## src/design/rtc_pkg.sv

```systemverilog
// Purpose: Shared constants of the clock event logic.
// Assumes: APB slave with 32-bit data, one register per aligned word.
// Notes:   Tick counts are in 32.768 kHz oscillator ticks.
package rtc_pkg;

  // ----------------------------------------------------------------
  // Register offsets
  // ----------------------------------------------------------------
  localparam logic [7:0] OFS_CTRL1  = 8'h00;
  localparam logic [7:0] OFS_CTRL2  = 8'h04;
  localparam logic [7:0] OFS_CTRL3  = 8'h08;
  localparam logic [7:0] OFS_CYCSEL = 8'h0C;
  localparam logic [7:0] OFS_TMRSEL = 8'h10;
  localparam logic [7:0] OFS_ALARM  = 8'h14;

  // ----------------------------------------------------------------
  // Field positions
  // ----------------------------------------------------------------
  localparam int BIT_CLOCK_RUN   = 0;
  localparam int BIT_ALARM_ARM   = 1;
  localparam int BIT_TIMER_RST   = 2;
  localparam int BIT_BANK        = 3;
  localparam int BIT_CYCLIC_FLAG = 0;
  localparam int BIT_ALARM_FLAG  = 1;
  localparam int BIT_CARRY_BUSY  = 2;
  localparam int BIT_OSC_STOP    = 3;
  localparam int BIT_TEST_A      = 0;
  localparam int BIT_TEST_B      = 1;
  localparam int BIT_CLOCK_RESET = 2;
  localparam int BIT_SEL_MSB     = 3;
  localparam int POS_ALARM_HOUR  = 8;

  // ----------------------------------------------------------------
  // Values after reset
  // ----------------------------------------------------------------
  localparam logic       RST_CLOCK_RUN = 1'b1;
  localparam logic       RST_OSC_STOP  = 1'b1;
  localparam logic [3:0] RST_SEL       = 4'h0;

  // ----------------------------------------------------------------
  // Periods in oscillator ticks
  // ----------------------------------------------------------------
  localparam int          PER_W       = 21;
  localparam logic [20:0] CYC_T_488US = 21'h000010;
  localparam logic [20:0] CYC_T_977US = 21'h000020;
  localparam logic [20:0] CYC_T_7MS   = 21'h000100;
  localparam logic [20:0] CYC_T_62MS  = 21'h000800;
  localparam logic [20:0] CYC_T_1S    = 21'h008000;
  localparam logic [20:0] CYC_T_60S   = 21'h1E0000;
  localparam logic [20:0] TMR_T_BASE  = 21'h000010;

  // ----------------------------------------------------------------
  // Output pulse widths
  // ----------------------------------------------------------------
  localparam int CLK_PERIOD_NS  = 40;
  localparam int PULSE_WIDTH_NS = 30500;
  localparam int PULSE_CYCLES   = PULSE_WIDTH_NS / CLK_PERIOD_NS;
  localparam int PULSE_W        = 10;

endpackage

```

## src/design/rtc_period_cnt.sv

```systemverilog
// Purpose: Tick counter that pulses once per programmed period.
// Assumes: tick is a one-cycle strobe on ref_clk.
// Notes:   A zero period never pulses.
`timescale 1ns/1ns
module rtc_period_cnt
  import rtc_pkg::*;
#(
  parameter int W = PER_W
) (
  // Clock and reset
  input  wire logic         ref_clk,
  input  wire logic         rstn,
  // Control
  input  wire logic         tick,
  input  wire logic         run,
  input  wire logic         restart,
  input  wire logic [W-1:0] period,
  // Result
  output      logic         pulse
);

  typedef struct packed {
    logic [W-1:0] cnt;
    logic         pulse;
  } rtc_cnt_state_t;

  rtc_cnt_state_t st_reg;
  rtc_cnt_state_t st_next;

  always_comb begin
    st_next       = st_reg;
    st_next.pulse = 1'b0;
    if (restart || period == '0) begin
      st_next.cnt = '0;
    end else if (run && tick) begin
      if (st_reg.cnt >= period - W'(1)) begin
        st_next.cnt   = '0;
        st_next.pulse = 1'b1;
      end else begin
        st_next.cnt = st_reg.cnt + W'(1);
      end
    end
  end

  always_ff @(posedge ref_clk) begin
    if (!rstn) begin
      st_reg <= '0;
    end else begin
      st_reg <= st_next;
    end
  end

  assign pulse = st_reg.pulse;

endmodule

```

## src/design/rtc_event_core.sv

```systemverilog
// Purpose: Alarm, cyclic interrupt, timer and oscillator-stop logic.
// Assumes: oscTick is a ref_clk strobe at the crystal rate; the time
//          counter supplies the current minute and hour in BCD.
// Notes:   Registers sit on APB with zero wait states.
//
// Function
// - Alarm match on minute and hour pulls irq.
// - Irq pin is OR of both sources.
// - Alarm flag reads inverse of pin.
// - Cyclic flag reads inverse of pin.
// - Six cyclic periods from divider chain.
// - Cyclic output in pulse or level mode.
// - Writing zero clears level-mode cyclic request.
// - Zero cycle selection stops cyclic interrupts.
// - Interrupts work whatever chip enable is.
// - Timer pulses output every selected interval.
// - Timer restart bit restarts timer counter.
// - Timer halts while chip enable low.
// - Oscillator stop forces timer select msb zero.
// - Timer restart during pulse ends pulse.
// - Oscillator stop sets the stop flag.
// - Stop flag is one after power-up.
// - Stop flag sticks until host clears it.
// - Test and clock-reset bits set busy.
// - Cycle select msb one selects level mode.
// - Chip enable low forces clock run on.
//
// The placing of the registers and the APB slave port were decided locally.
`timescale 1ns/1ns
module rtc_event_core
  import rtc_pkg::*;
(
  // Clock and reset
  input  wire logic        ref_clk,
  input  wire logic        rstn,
  // APB slave
  input  wire logic [7:0]  paddr,
  input  wire logic        psel,
  input  wire logic        penable,
  input  wire logic        pwrite,
  input  wire logic [31:0] pwdata,
  output      logic [31:0] prdata,
  output      logic        pready,
  output      logic        pslverr,
  // Pins
  input  wire logic        chipEnable,
  input  wire logic        oscAlive,
  // Time counter side
  input  wire logic        oscTick,
  input  wire logic        carryActive,
  input  wire logic [6:0]  curMinute,
  input  wire logic [5:0]  curHour,
  output      logic        clockRun,
  // Interrupt pin, open drain
  output      logic        irqOutNOut,
  output      logic        irqOutNOe,
  // Timer output pin
  output      logic        periodicPulseOutN
);

  // ----------------------------------------------------------------
  // State
  // ----------------------------------------------------------------
  typedef struct packed {
    logic               ceMeta;
    logic               ceSync;
    logic               oscMeta;
    logic               oscSync;
    logic               clockRun;
    logic               alarmArm;
    logic               bankSel;
    logic               testA;
    logic               testB;
    logic               clkRst;
    logic               alarmFlag;
    logic               matchPrev;
    logic               cyclicReq;
    logic               oscStopFlag;
    logic               carryBusy;
    logic [3:0]         cycleSel;
    logic [3:0]         timerSel;
    logic [6:0]         alarmMin;
    logic [5:0]         alarmHour;
    logic [PULSE_W-1:0] cycPulseCnt;
    logic [PULSE_W-1:0] tmrPulseCnt;
    logic               irqPending;
    logic               timerOut;
    logic [31:0]        prdata;
    logic               slvErr;
  } rtc_state_t;

  rtc_state_t st_reg;
  rtc_state_t st_next;

  logic [PER_W-1:0] cycPeriod;
  logic [PER_W-1:0] tmrPeriod;
  logic             cycPulse;
  logic             tmrPulse;
  logic             timerRestart;
  logic             cycRestart;
  logic             wrEn;
  logic             rdSetup;
  logic             mapped;
  logic             alarmMatch;
  logic [31:0]      rdData;

  // ----------------------------------------------------------------
  // Period selection
  // ----------------------------------------------------------------
  always_comb begin
    unique case (st_reg.cycleSel[2:0])
      3'h1:    cycPeriod = CYC_T_488US;
      3'h2:    cycPeriod = CYC_T_977US;
      3'h3:    cycPeriod = CYC_T_7MS;
      3'h4:    cycPeriod = CYC_T_62MS;
      3'h5:    cycPeriod = CYC_T_1S;
      3'h6:    cycPeriod = CYC_T_60S;
      default: cycPeriod = '0;
    endcase
  end

  // Each timer step is four times the previous one.
  assign tmrPeriod = PER_W'(TMR_T_BASE << (2 * st_reg.timerSel[2:0]));

  // ----------------------------------------------------------------
  // Bus decode
  // ----------------------------------------------------------------
  // Chip enable low shuts the bus out, as on the parallel pins.
  assign wrEn    = psel && penable && pwrite && st_reg.ceSync;
  assign rdSetup = psel && !penable;
  assign timerRestart = wrEn && paddr == OFS_CTRL1
                        && pwdata[BIT_TIMER_RST];
  assign cycRestart = wrEn && paddr == OFS_CYCSEL;

  always_comb begin
    mapped = 1'b1;
    rdData = 32'h0000_0000;
    unique case (paddr)
      OFS_CTRL1: begin
        rdData[BIT_CLOCK_RUN] = st_reg.clockRun;
        rdData[BIT_ALARM_ARM] = st_reg.alarmArm;
        rdData[BIT_BANK]      = st_reg.bankSel;
      end
      OFS_CTRL2: begin
        rdData[BIT_CYCLIC_FLAG] = st_reg.cyclicReq;
        rdData[BIT_ALARM_FLAG]  = st_reg.alarmFlag;
        rdData[BIT_CARRY_BUSY]  = st_reg.carryBusy || carryActive;
        rdData[BIT_OSC_STOP]    = st_reg.oscStopFlag;
      end
      OFS_CTRL3: begin
        rdData[BIT_TEST_A]      = st_reg.testA;
        rdData[BIT_TEST_B]      = st_reg.testB;
        rdData[BIT_CLOCK_RESET] = st_reg.clkRst;
      end
      OFS_CYCSEL: rdData[3:0] = st_reg.cycleSel;
      OFS_TMRSEL: rdData[3:0] = st_reg.timerSel;
      OFS_ALARM: begin
        rdData[6:0] = st_reg.alarmMin;
        rdData[POS_ALARM_HOUR +: 6] = st_reg.alarmHour;
      end
      default: mapped = 1'b0;
    endcase
    if (!st_reg.ceSync) begin
      rdData = 32'h0000_0000;
    end
  end

  // The host arms only after loading a valid time, so no stale match.
  assign alarmMatch = st_reg.alarmArm
                      && st_reg.alarmMin == curMinute
                      && st_reg.alarmHour == curHour;

  // ----------------------------------------------------------------
  // Next state
  // ----------------------------------------------------------------
  always_comb begin
    st_next = st_reg;

    // Pins pass two flops before use.
    st_next.ceMeta  = chipEnable;
    st_next.ceSync  = st_reg.ceMeta;
    st_next.oscMeta = oscAlive;
    st_next.oscSync = st_reg.oscMeta;

    // Read data is captured in the setup cycle.
    if (rdSetup) begin
      st_next.prdata = rdData;
      st_next.slvErr = !mapped;
    end

    // Register writes.
    if (wrEn) begin
      unique case (paddr)
        OFS_CTRL1: begin
          st_next.clockRun = pwdata[BIT_CLOCK_RUN];
          st_next.alarmArm = pwdata[BIT_ALARM_ARM];
          st_next.bankSel  = pwdata[BIT_BANK];
        end
        OFS_CTRL2: begin
          if (!pwdata[BIT_CYCLIC_FLAG] && st_reg.cycleSel[BIT_SEL_MSB]) begin
            st_next.cyclicReq = 1'b0;
          end
          if (!pwdata[BIT_ALARM_FLAG]) begin
            st_next.alarmFlag = 1'b0;
          end
          if (!pwdata[BIT_OSC_STOP]) begin
            st_next.oscStopFlag = 1'b0;
          end
        end
        OFS_CTRL3: begin
          st_next.testA  = pwdata[BIT_TEST_A];
          st_next.testB  = pwdata[BIT_TEST_B];
          st_next.clkRst = pwdata[BIT_CLOCK_RESET];
          if (pwdata[BIT_TEST_A] && pwdata[BIT_TEST_B]
              && pwdata[BIT_CLOCK_RESET]) begin
            st_next.carryBusy = 1'b1;
          end
        end
        OFS_CYCSEL: begin
          st_next.cycleSel = pwdata[3:0];
          if (pwdata[2:0] == 3'h0) begin
            st_next.cyclicReq   = 1'b0;
            st_next.cycPulseCnt = '0;
          end
        end
        OFS_TMRSEL: st_next.timerSel = pwdata[3:0];
        OFS_ALARM: begin
          st_next.alarmMin  = pwdata[6:0];
          st_next.alarmHour = pwdata[POS_ALARM_HOUR +: 6];
        end
        default: ;
      endcase
    end

    // Busy ends once the oscillator runs and no carry is pending.
    if (st_reg.carryBusy && st_reg.oscSync && !carryActive
        && !(wrEn && paddr == OFS_CTRL3)) begin
      st_next.carryBusy = 1'b0;
    end

    // Chip enable low restarts time counting.
    if (!st_reg.ceSync) begin
      st_next.clockRun = 1'b1;
    end

    // Alarm flag is set on the match edge and wins over a flag-bit clear, but a disarm clears it.
    st_next.matchPrev = alarmMatch;
    if (alarmMatch && !st_reg.matchPrev) begin
      st_next.alarmFlag = 1'b1;
    end
    if (!st_next.alarmArm) begin
      st_next.alarmFlag = 1'b0;
    end

    // Cyclic request, independent of chip enable.
    if (st_reg.cycPulseCnt != '0) begin
      st_next.cycPulseCnt = st_reg.cycPulseCnt - PULSE_W'(1);
      if (st_reg.cycPulseCnt == PULSE_W'(1)) begin
        st_next.cyclicReq = 1'b0;
      end
    end
    if (cycPulse) begin
      st_next.cyclicReq = 1'b1;
      if (st_reg.cycleSel[BIT_SEL_MSB]) begin
        st_next.cycPulseCnt = '0;
      end else begin
        st_next.cycPulseCnt = PULSE_W'(PULSE_CYCLES);
      end
    end

    // Oscillator stop detection, set wins over the host clear.
    if (!st_reg.oscSync) begin
      st_next.oscStopFlag = 1'b1;
      st_next.timerSel[BIT_SEL_MSB] = 1'b0;
    end

    // Timer output pulse.
    if (st_reg.tmrPulseCnt != '0) begin
      st_next.tmrPulseCnt = st_reg.tmrPulseCnt - PULSE_W'(1);
    end
    if (tmrPulse && st_reg.timerSel[BIT_SEL_MSB]) begin
      st_next.tmrPulseCnt = PULSE_W'(PULSE_CYCLES);
    end
    if (timerRestart || !st_next.timerSel[BIT_SEL_MSB]) begin
      st_next.tmrPulseCnt = '0;
    end
    st_next.timerOut = st_next.tmrPulseCnt != '0;

    // Pin drive follows the two sources.
    st_next.irqPending = st_next.alarmFlag || st_next.cyclicReq;
  end

  // ----------------------------------------------------------------
  // Registers
  // ----------------------------------------------------------------
  always_ff @(posedge ref_clk) begin
    if (!rstn) begin
      st_reg             <= '0;
      st_reg.clockRun    <= RST_CLOCK_RUN;
      st_reg.oscStopFlag <= RST_OSC_STOP;
      st_reg.cycleSel    <= RST_SEL;
      st_reg.timerSel    <= RST_SEL;
    end else begin
      st_reg <= st_next;
    end
  end

  // ----------------------------------------------------------------
  // Period counters
  // ----------------------------------------------------------------
  // Reprogramming the cycle restarts its count, so the first period
  // after a write is always whole.
  rtc_period_cnt #(
    .W (PER_W)
  ) u_cyc_cnt (
    .ref_clk (ref_clk),
    .rstn    (rstn),
    .tick    (oscTick),
    .run     (1'b1),
    .restart (cycRestart),
    .period  (cycPeriod),
    .pulse   (cycPulse)
  );

  rtc_period_cnt #(
    .W (PER_W)
  ) u_tmr_cnt (
    .ref_clk (ref_clk),
    .rstn    (rstn),
    .tick    (oscTick),
    .run     (st_reg.ceSync),
    .restart (timerRestart),
    .period  (tmrPeriod),
    .pulse   (tmrPulse)
  );

  // ----------------------------------------------------------------
  // Outputs
  // ----------------------------------------------------------------
  assign prdata            = st_reg.prdata;
  assign pslverr           = st_reg.slvErr;
  assign pready            = 1'b1;
  assign clockRun          = st_reg.clockRun;
  assign irqOutNOut        = 1'b0;
  assign irqOutNOe         = st_reg.irqPending;
  assign periodicPulseOutN = !st_reg.timerOut;

endmodule

```

## config.mk

```make
export PLATFORM = sky130hd
export DESIGN_NAME = rtc_event_core
export DESIGN_NICKNAME = d
export VERILOG_FILES = /design/src/design/rtc_pkg.sv /design/src/design/rtc_period_cnt.sv /design/src/design/rtc_event_core.sv
export SDC_FILE = /design/constraint.sdc
export NUM_CORES = 1
export LEC_CHECK = 0
export BUFFER_PORTS_ARGS = -buffer_cell sky130_fd_sc_hd__buf_2
export CAP_MARGIN = 30
export CORE_ASPECT_RATIO = 0.6
export CORE_MARGIN = 2
export CORE_UTILIZATION = 62
export CTS_BUF_LIST = sky130_fd_sc_hd__clkbuf_4 sky130_fd_sc_hd__clkbuf_8 sky130_fd_sc_hd__clkbuf_16
export CTS_CLUSTER_DIAMETER = 100
export DETAILED_ROUTE_END_ITERATION = 10
export PLACE_DENSITY = 0.95
export SLEW_MARGIN = 20
export SYNTH_ARGS = -nofsm -noshare
export SYNTH_HDL_FRONTEND = slang
export SYNTH_SLANG_ARGS = --single-unit
```

## constraint.sdc

```tcl
create_clock -name ref_clk -period 5.7 [get_ports ref_clk]
set_input_delay 0.57 -clock ref_clk [delete_from_list [all_inputs] [get_ports ref_clk]]
set_output_delay 0.57 -clock ref_clk [all_outputs]
set_load 0.02 [all_outputs]
```

-- Word-level counts from Yosys, hierarchy flattened
Index checks and enable logic that the tools add are counted.
- register bits: 135
- output and inout bits: 38
- $add $sub $neg: 6
- order comparisons: 2
- eq/ne operators: 14
- shift-type cells: 1
- mux-type cells: 42
- bitwise gates (word level): 4
- reductions and logical operators: 58
- operators by type and width (operator ; number):
    21-bit one-hot mux with 6 select lines ; 1
    10-bit 2-to-1 mux ; 8
    21-bit by 1-bit adder with 21-bit output (second input constant) ; 2
    21-bit >= comparator ; 2
    21-bit zero test ; 2
    21-bit 2-to-1 mux ; 2
    21-bit by 1-bit subtractor with 21-bit output (second input constant) ; 2
    34-bit 2-to-1 mux ; 1
    10-bit nonzero test ; 3
    5-bit by 4-bit left shift with 21-bit output (first input constant) ; 1
    10-bit by 1-bit subtractor with 10-bit output (second input constant) ; 2
    1-bit logical AND ; 19
    1-bit 2-to-1 mux ; 17
    8-bit by 4-bit == test with 1-bit output (second input constant) ; 2
    8-bit by 5-bit == test with 1-bit output (second input constant) ; 2
    14-bit 2-to-1 mux ; 1
    2-bit AND reduction ; 7
    13-bit 2-to-1 mux ; 1
    6-bit 2-to-1 mux ; 2
    2-bit one-hot mux with 6 select lines ; 1
    10-bit by 1-bit == test with 1-bit output (second input constant) ; 1
    1-bit one-hot mux with 5 select lines ; 2
    3-bit == test (second input constant) ; 3
    3-bit AND reduction ; 3
    other kinds (18) ; 40

-- Depth between registers and ports, before layout
- depth in word-level cells: 10
- mapped depth: 14
- depth with buffers taken out: 13

-- By module
Synthesis repeated with hierarchy kept, for this count alone.
- cells, all modules: 899
- area total of the unflattened synthesis: 7669.9 µm²
- modules (own cells, without submodules) (module ; instances ; cells each ; area an instance (µm²) ; seq. area each (µm²)):
    rtc_period_cnt ; 2 ; 224 ; 1918.1 ; 440.4
    rtc_event_core ; 1 ; 451 ; 3833.7 ; 1441.4

-- Least setup slack after synthesis
No wires, ideal clock.
- kind: register to register
- from: reg st_reg[72] (netlist name)
- to: reg u_cyc_cnt.st_reg[16] (netlist name)
- setup time: 0.115 ns
- arrival: 2.907 ns
- data required time: 5.585 ns
- path slack: 2.679 ns
- cell stages (with the launch flop): 14
- clock period less this slack: 3.021 ns
- cell sequence: dfxtp_1 clkbuf_1 or3_1 ha_1 ha_1 o21ai_0 ha_1 nand4_1 nor4_1 o21ai_0 o211a_1 o21bai_2 buf_4 nor2_1
- cells in the longest elaborated chain, start to end: 5
- RTL lines (what ; RTL line ; source):
    start, declared ; rtc_event_core.sv:92 ; rtc_state_t st_reg;
    start signal, assigned ; rtc_event_core.sv:304 ; st_reg <= st_next;
    3-bit == test, or another cell as far along ; rtc_event_core.sv:111 ; unique case (st_reg.cycleSel[2:0])
    21-bit one-hot mux with 6 select lines (*) ; rtc_event_core.sv:111 ;
    21-bit by 1-bit subtractor with 21-bit output / 21-bit zero test (equally long branches) ; rtc_period_cnt.sv:36, rtc_period_cnt.sv:33 ;
    21-bit >= comparator / 1-bit logical OR (equally long branches) ; rtc_period_cnt.sv:36, rtc_period_cnt.sv:33 ;
    21-bit 2-to-1 mux / 2-bit OR reduction (equally long branches) ; -- ;
    end signal, assigned ; rtc_period_cnt.sv:49 ; st_reg <= st_next;
    end, declared ; rtc_period_cnt.sv:27 ; rtc_cnt_state_t st_reg;
Every way passes the cells marked *; elsewhere a longest branch is shown, timed or not.
A chain may end at the register's enable or synchronous reset.

-- Final worst setup path
- from: reg st_reg[73] (netlist name)
- to: reg u_cyc_cnt.st_reg[19] (netlist name)
Same word-level chain as after synthesis.

==> impl_metrics.env <==
export IMPL_ratio_of_cells_with_drive_above_1_in_the_final_layout_pct=13.7
export IMPL_worst_ep_required_time_ns=5.98
export IMPL_cap_violations=0
export IMPL_finalHoldViolations=0
export IMPL_achievable_frequency_mhz=271
export IMPL_final_period_utilization_pct=64.8
export IMPL_cp_startpoint="st_reg[73]"
export IMPL_chipHeight_um=83.6
export IMPL_cp_cell_sequence="inv_1, or3_1, ha_1, ha_1, o21ai_0, ha_1, nand4_1, nor4_1, o21ai_0, o211a_1, o21bai_2, nor2_1"
export IMPL_detailed_place_hpwl_um=10700
export IMPL_crit_path_top_delay_cell="sky130_fd_sc_hd__o21bai_2"
export IMPL_routed_via_density=6.13
export IMPL_drc=0
export IMPL_power_switching_share_pct=26.6
export IMPL_synthDistinctLibCells=68
export IMPL_antennaDiodeCount=0
export IMPL_synthesis_stage_register_bit_count=116
export IMPL_final_setup_skew_ns=0.00765
export IMPL_drt_iter0_drc=827
export IMPL_p_leak_nw=2.95
export IMPL_post_synth_most_frequent_cells="sky130_fd_sc_hd__dfxtp_1, sky130_fd_sc_hd__nor2_1, sky130_fd_sc_hd__nand2_1"
export IMPL_tritoncts_clock_tree="built"
export IMPL_seq_power_share_pct=38.0
export IMPL_crit_arrival_ns=3.97
export IMPL_htreeDepth=4
export IMPL_pwr_density_cell_nw_per_um2=315
export IMPL_pin_count_of_the_biggest_net_entering_global_routing=28
export IMPL_peakVddDrop_mv=0.306
export IMPL_setup_tns_ns=0
export IMPL_worst_r2r_startpoint="st_reg[73]"
export IMPL_finalSetupViolCount=0
export IMPL_internal_power_mw=1.68
export IMPL_fillerInstances=669
export IMPL_syn_cell_area_um2=6540
export IMPL_clockPowerShare_pct=48.3
export IMPL_start_kind="flop"
export IMPL_p_sw_mw=0.611
export IMPL_setup_worst_path_end_class="flop"
export IMPL_grt_setup_unrepaired="false"
export IMPL_insertion_delay_ns=0.42
export IMPL_outcome="finished, final reports clean"
export IMPL_cts_root_buffer_cell="sky130_fd_sc_hd__clkbuf_16"
export IMPL_dr_total_vias=5894
export IMPL_number_of_clock_buffers_inserted_by_tritoncts=17
export IMPL_final_instance_count_excl_fill=961
export IMPL_detailedRoute_firstPassIterationCount=6
export IMPL_cts_buffer_depth=2
export IMPL_rows=28
export IMPL_post_route_worst_setup_slack_ns=2.01
export IMPL_synth_top_area_share_pct=35.5
export IMPL_gp_congestion=0.911
export IMPL_edff_count_synth=0
export IMPL_synth_yosys_seq_area_share_pct=35.5
export IMPL_number_of_global_route_vias_before_repair=5453
export IMPL_top_ff_cell_synth="sky130_fd_sc_hd__dfxtp_1"
export IMPL_cts_hold_buffers_added=0
export IMPL_synth_top_cells_by_area="sky130_fd_sc_hd__dfxtp_1, sky130_fd_sc_hd__ha_1, sky130_fd_sc_hd__nor2_1"
export IMPL_grt_usage_pct=29.5
export IMPL_route_detailed_wl_per_inst_um=17.2
export IMPL_initial_core_util_pct=65.1
export IMPL_grt_antenna_before_repair=0
export IMPL_multi_input_area_um2=3810
export IMPL_slew_headroom_pct=49.6
export IMPL_die_area_um2=11400
export IMPL_post_cts_setup_buffers=0
export IMPL_postSynth_asyncResetShare_pct=0
export IMPL_final_antenna_net_count=0
export IMPL_tightestPinTransition_ns=0.755
export IMPL_slew_viol_final=0
export IMPL_detail_route_wirelength_um=16600
export IMPL_worst_path_max_fanout=18
export IMPL_netlist_top_cell_by_area="sky130_fd_sc_hd__dfxtp_1"
export IMPL_io_pin_count=100
export IMPL_max_ffs_per_register=54
export IMPL_synth_area_per_cell_um2=8.38
export IMPL_timing_critical_path_mode_cell="sky130_fd_sc_hd__ha_1"
export IMPL_horizontal_die_dimension_um=137
export IMPL_yosys_cell_count_top_type="sky130_fd_sc_hd__dfxtp_1"
export IMPL_cts_resized=0
export IMPL_placed_cells_incl_taps=929
export IMPL_layout_min_cycle_time_ns=3.69
export IMPL_comb_power_share_pct=13.7
export IMPL_post_synth_inst_count=781
export IMPL_portBuffers=59
export IMPL_worstHoldPathType="input port to flop"
export IMPL_clock_sink_count=116
export IMPL_worst_setup_hold_path_clk_slew_ns=0.06
export IMPL_globalRouteOverflowTotal=0
export IMPL_ys_warnings_count=0
export IMPL_grt_pass1_wl_um=26600
export IMPL_nNetsFinal=915
export IMPL_flow_area_growth_from_synthesis_pct=11.3
export IMPL_sequential_area_um2=2320
export IMPL_worst_setup_path_type="flop to flop"
export IMPL_preCtsSetupSlack_ns=2.07
export IMPL_slowest_delay_ns=0.62
export IMPL_min_from="oscAlive"
export IMPL_area_of_the_placeable_core_um2=10100
==> kinds of logic (layout without fill, tap and decap cells) <==
logic type	after synthesis	after routing	share of synthesized area [%]
XOR/XNOR	54	54	7.23
adder cells (fa/ha/maj)	40	40	7.65
flip-flops	116	116	35.5
other	2	22	0.115
multiplexers	21	21	3.33
AND/OR/NAND/NOR	323	323	25.5
AO/OA/AOI/OAI	141	141	13.3
buffers and inverters	84	109	7.40
==> stage by stage <==
step / utilization, % / power (mW) / area (µm²) / hold slack (ns)
2_1_floorplan: - / 1.13 / 6620 / 0.401
3_3_place_gp: 66.3 / 1.18 / 6670 / 0.417
3_5_place_dp: 66.3 / 1.19 / 6670 / 0.420
4_1_cts: 72.5 / 2.28 / 7290 / 0.363
5_1_grt: 72.5 / 2.36 / 7290 / 0.359
6_report: 72.5 / 2.29 / 7290 / 0.366
==> layout by cell type (no fill, tap or decap), drive strengths merged, types with 22 or more instances in the layout <==
master	synthesis	layout
nand2	80	80
a21oi	60	60
o21ai	28	28
conb	2	22
nand3	29	29
xor2	28	28
ha	40	40
dfxtp	116	116
nor2	94	94
buf	47	60
xnor2	26	26
==> path summary, 6_finish.rpt <==
check	end	slack, ns	cells past startpoint
worst max-delay path	u_cyc_cnt.st_reg[19]	2.01	12
worst min-delay path	st_next[87]	0.37	2
worst max register to register	u_cyc_cnt.st_reg[19]	2.01	12
worst min register to register	st_reg[87]	0.43	1
==> power groups by stage <==
stage	clock network (mW)	logic (mW)	registers, mW
after global routing	1.15	0.343	0.873
after detailed placement	0	0.304	0.886
after floorplan	0	0.249	0.879
after global placement	0	0.293	0.884
final	1.11	0.314	0.870
after CTS	1.11	0.309	0.869
==> layout make-up <==
class,count,share of cell area [%]
multi-input combinational,601,52.3
sequential,116,31.9
clock buffer,21,6.34
timing repair buffer,60,4.16
tap,135,2.32
clock inverter,11,2.11
inverter,17,0.876
==> critical path: cells and delay by family (launching register included) <==
kind                     cells  cell delay (ns)
adder cells (fa/ha/maj)      3             0.73
AND/OR/NAND/NOR              4             0.95
flip-flops                   1             0.42
buffers and inverters        1             0.15
AO/OA/AOI/OAI                4             1.28
==> per-layer routing <==
metal | wire length, µm | global-route usage [%]
met5 | 0 | 0
met4 | 458 | 12.1
met3 | 1530 | 9.17
met2 | 7170 | 43.5
met1 | 7390 | 39.7
Note: power is estimated with default switching activity, not from simulation.
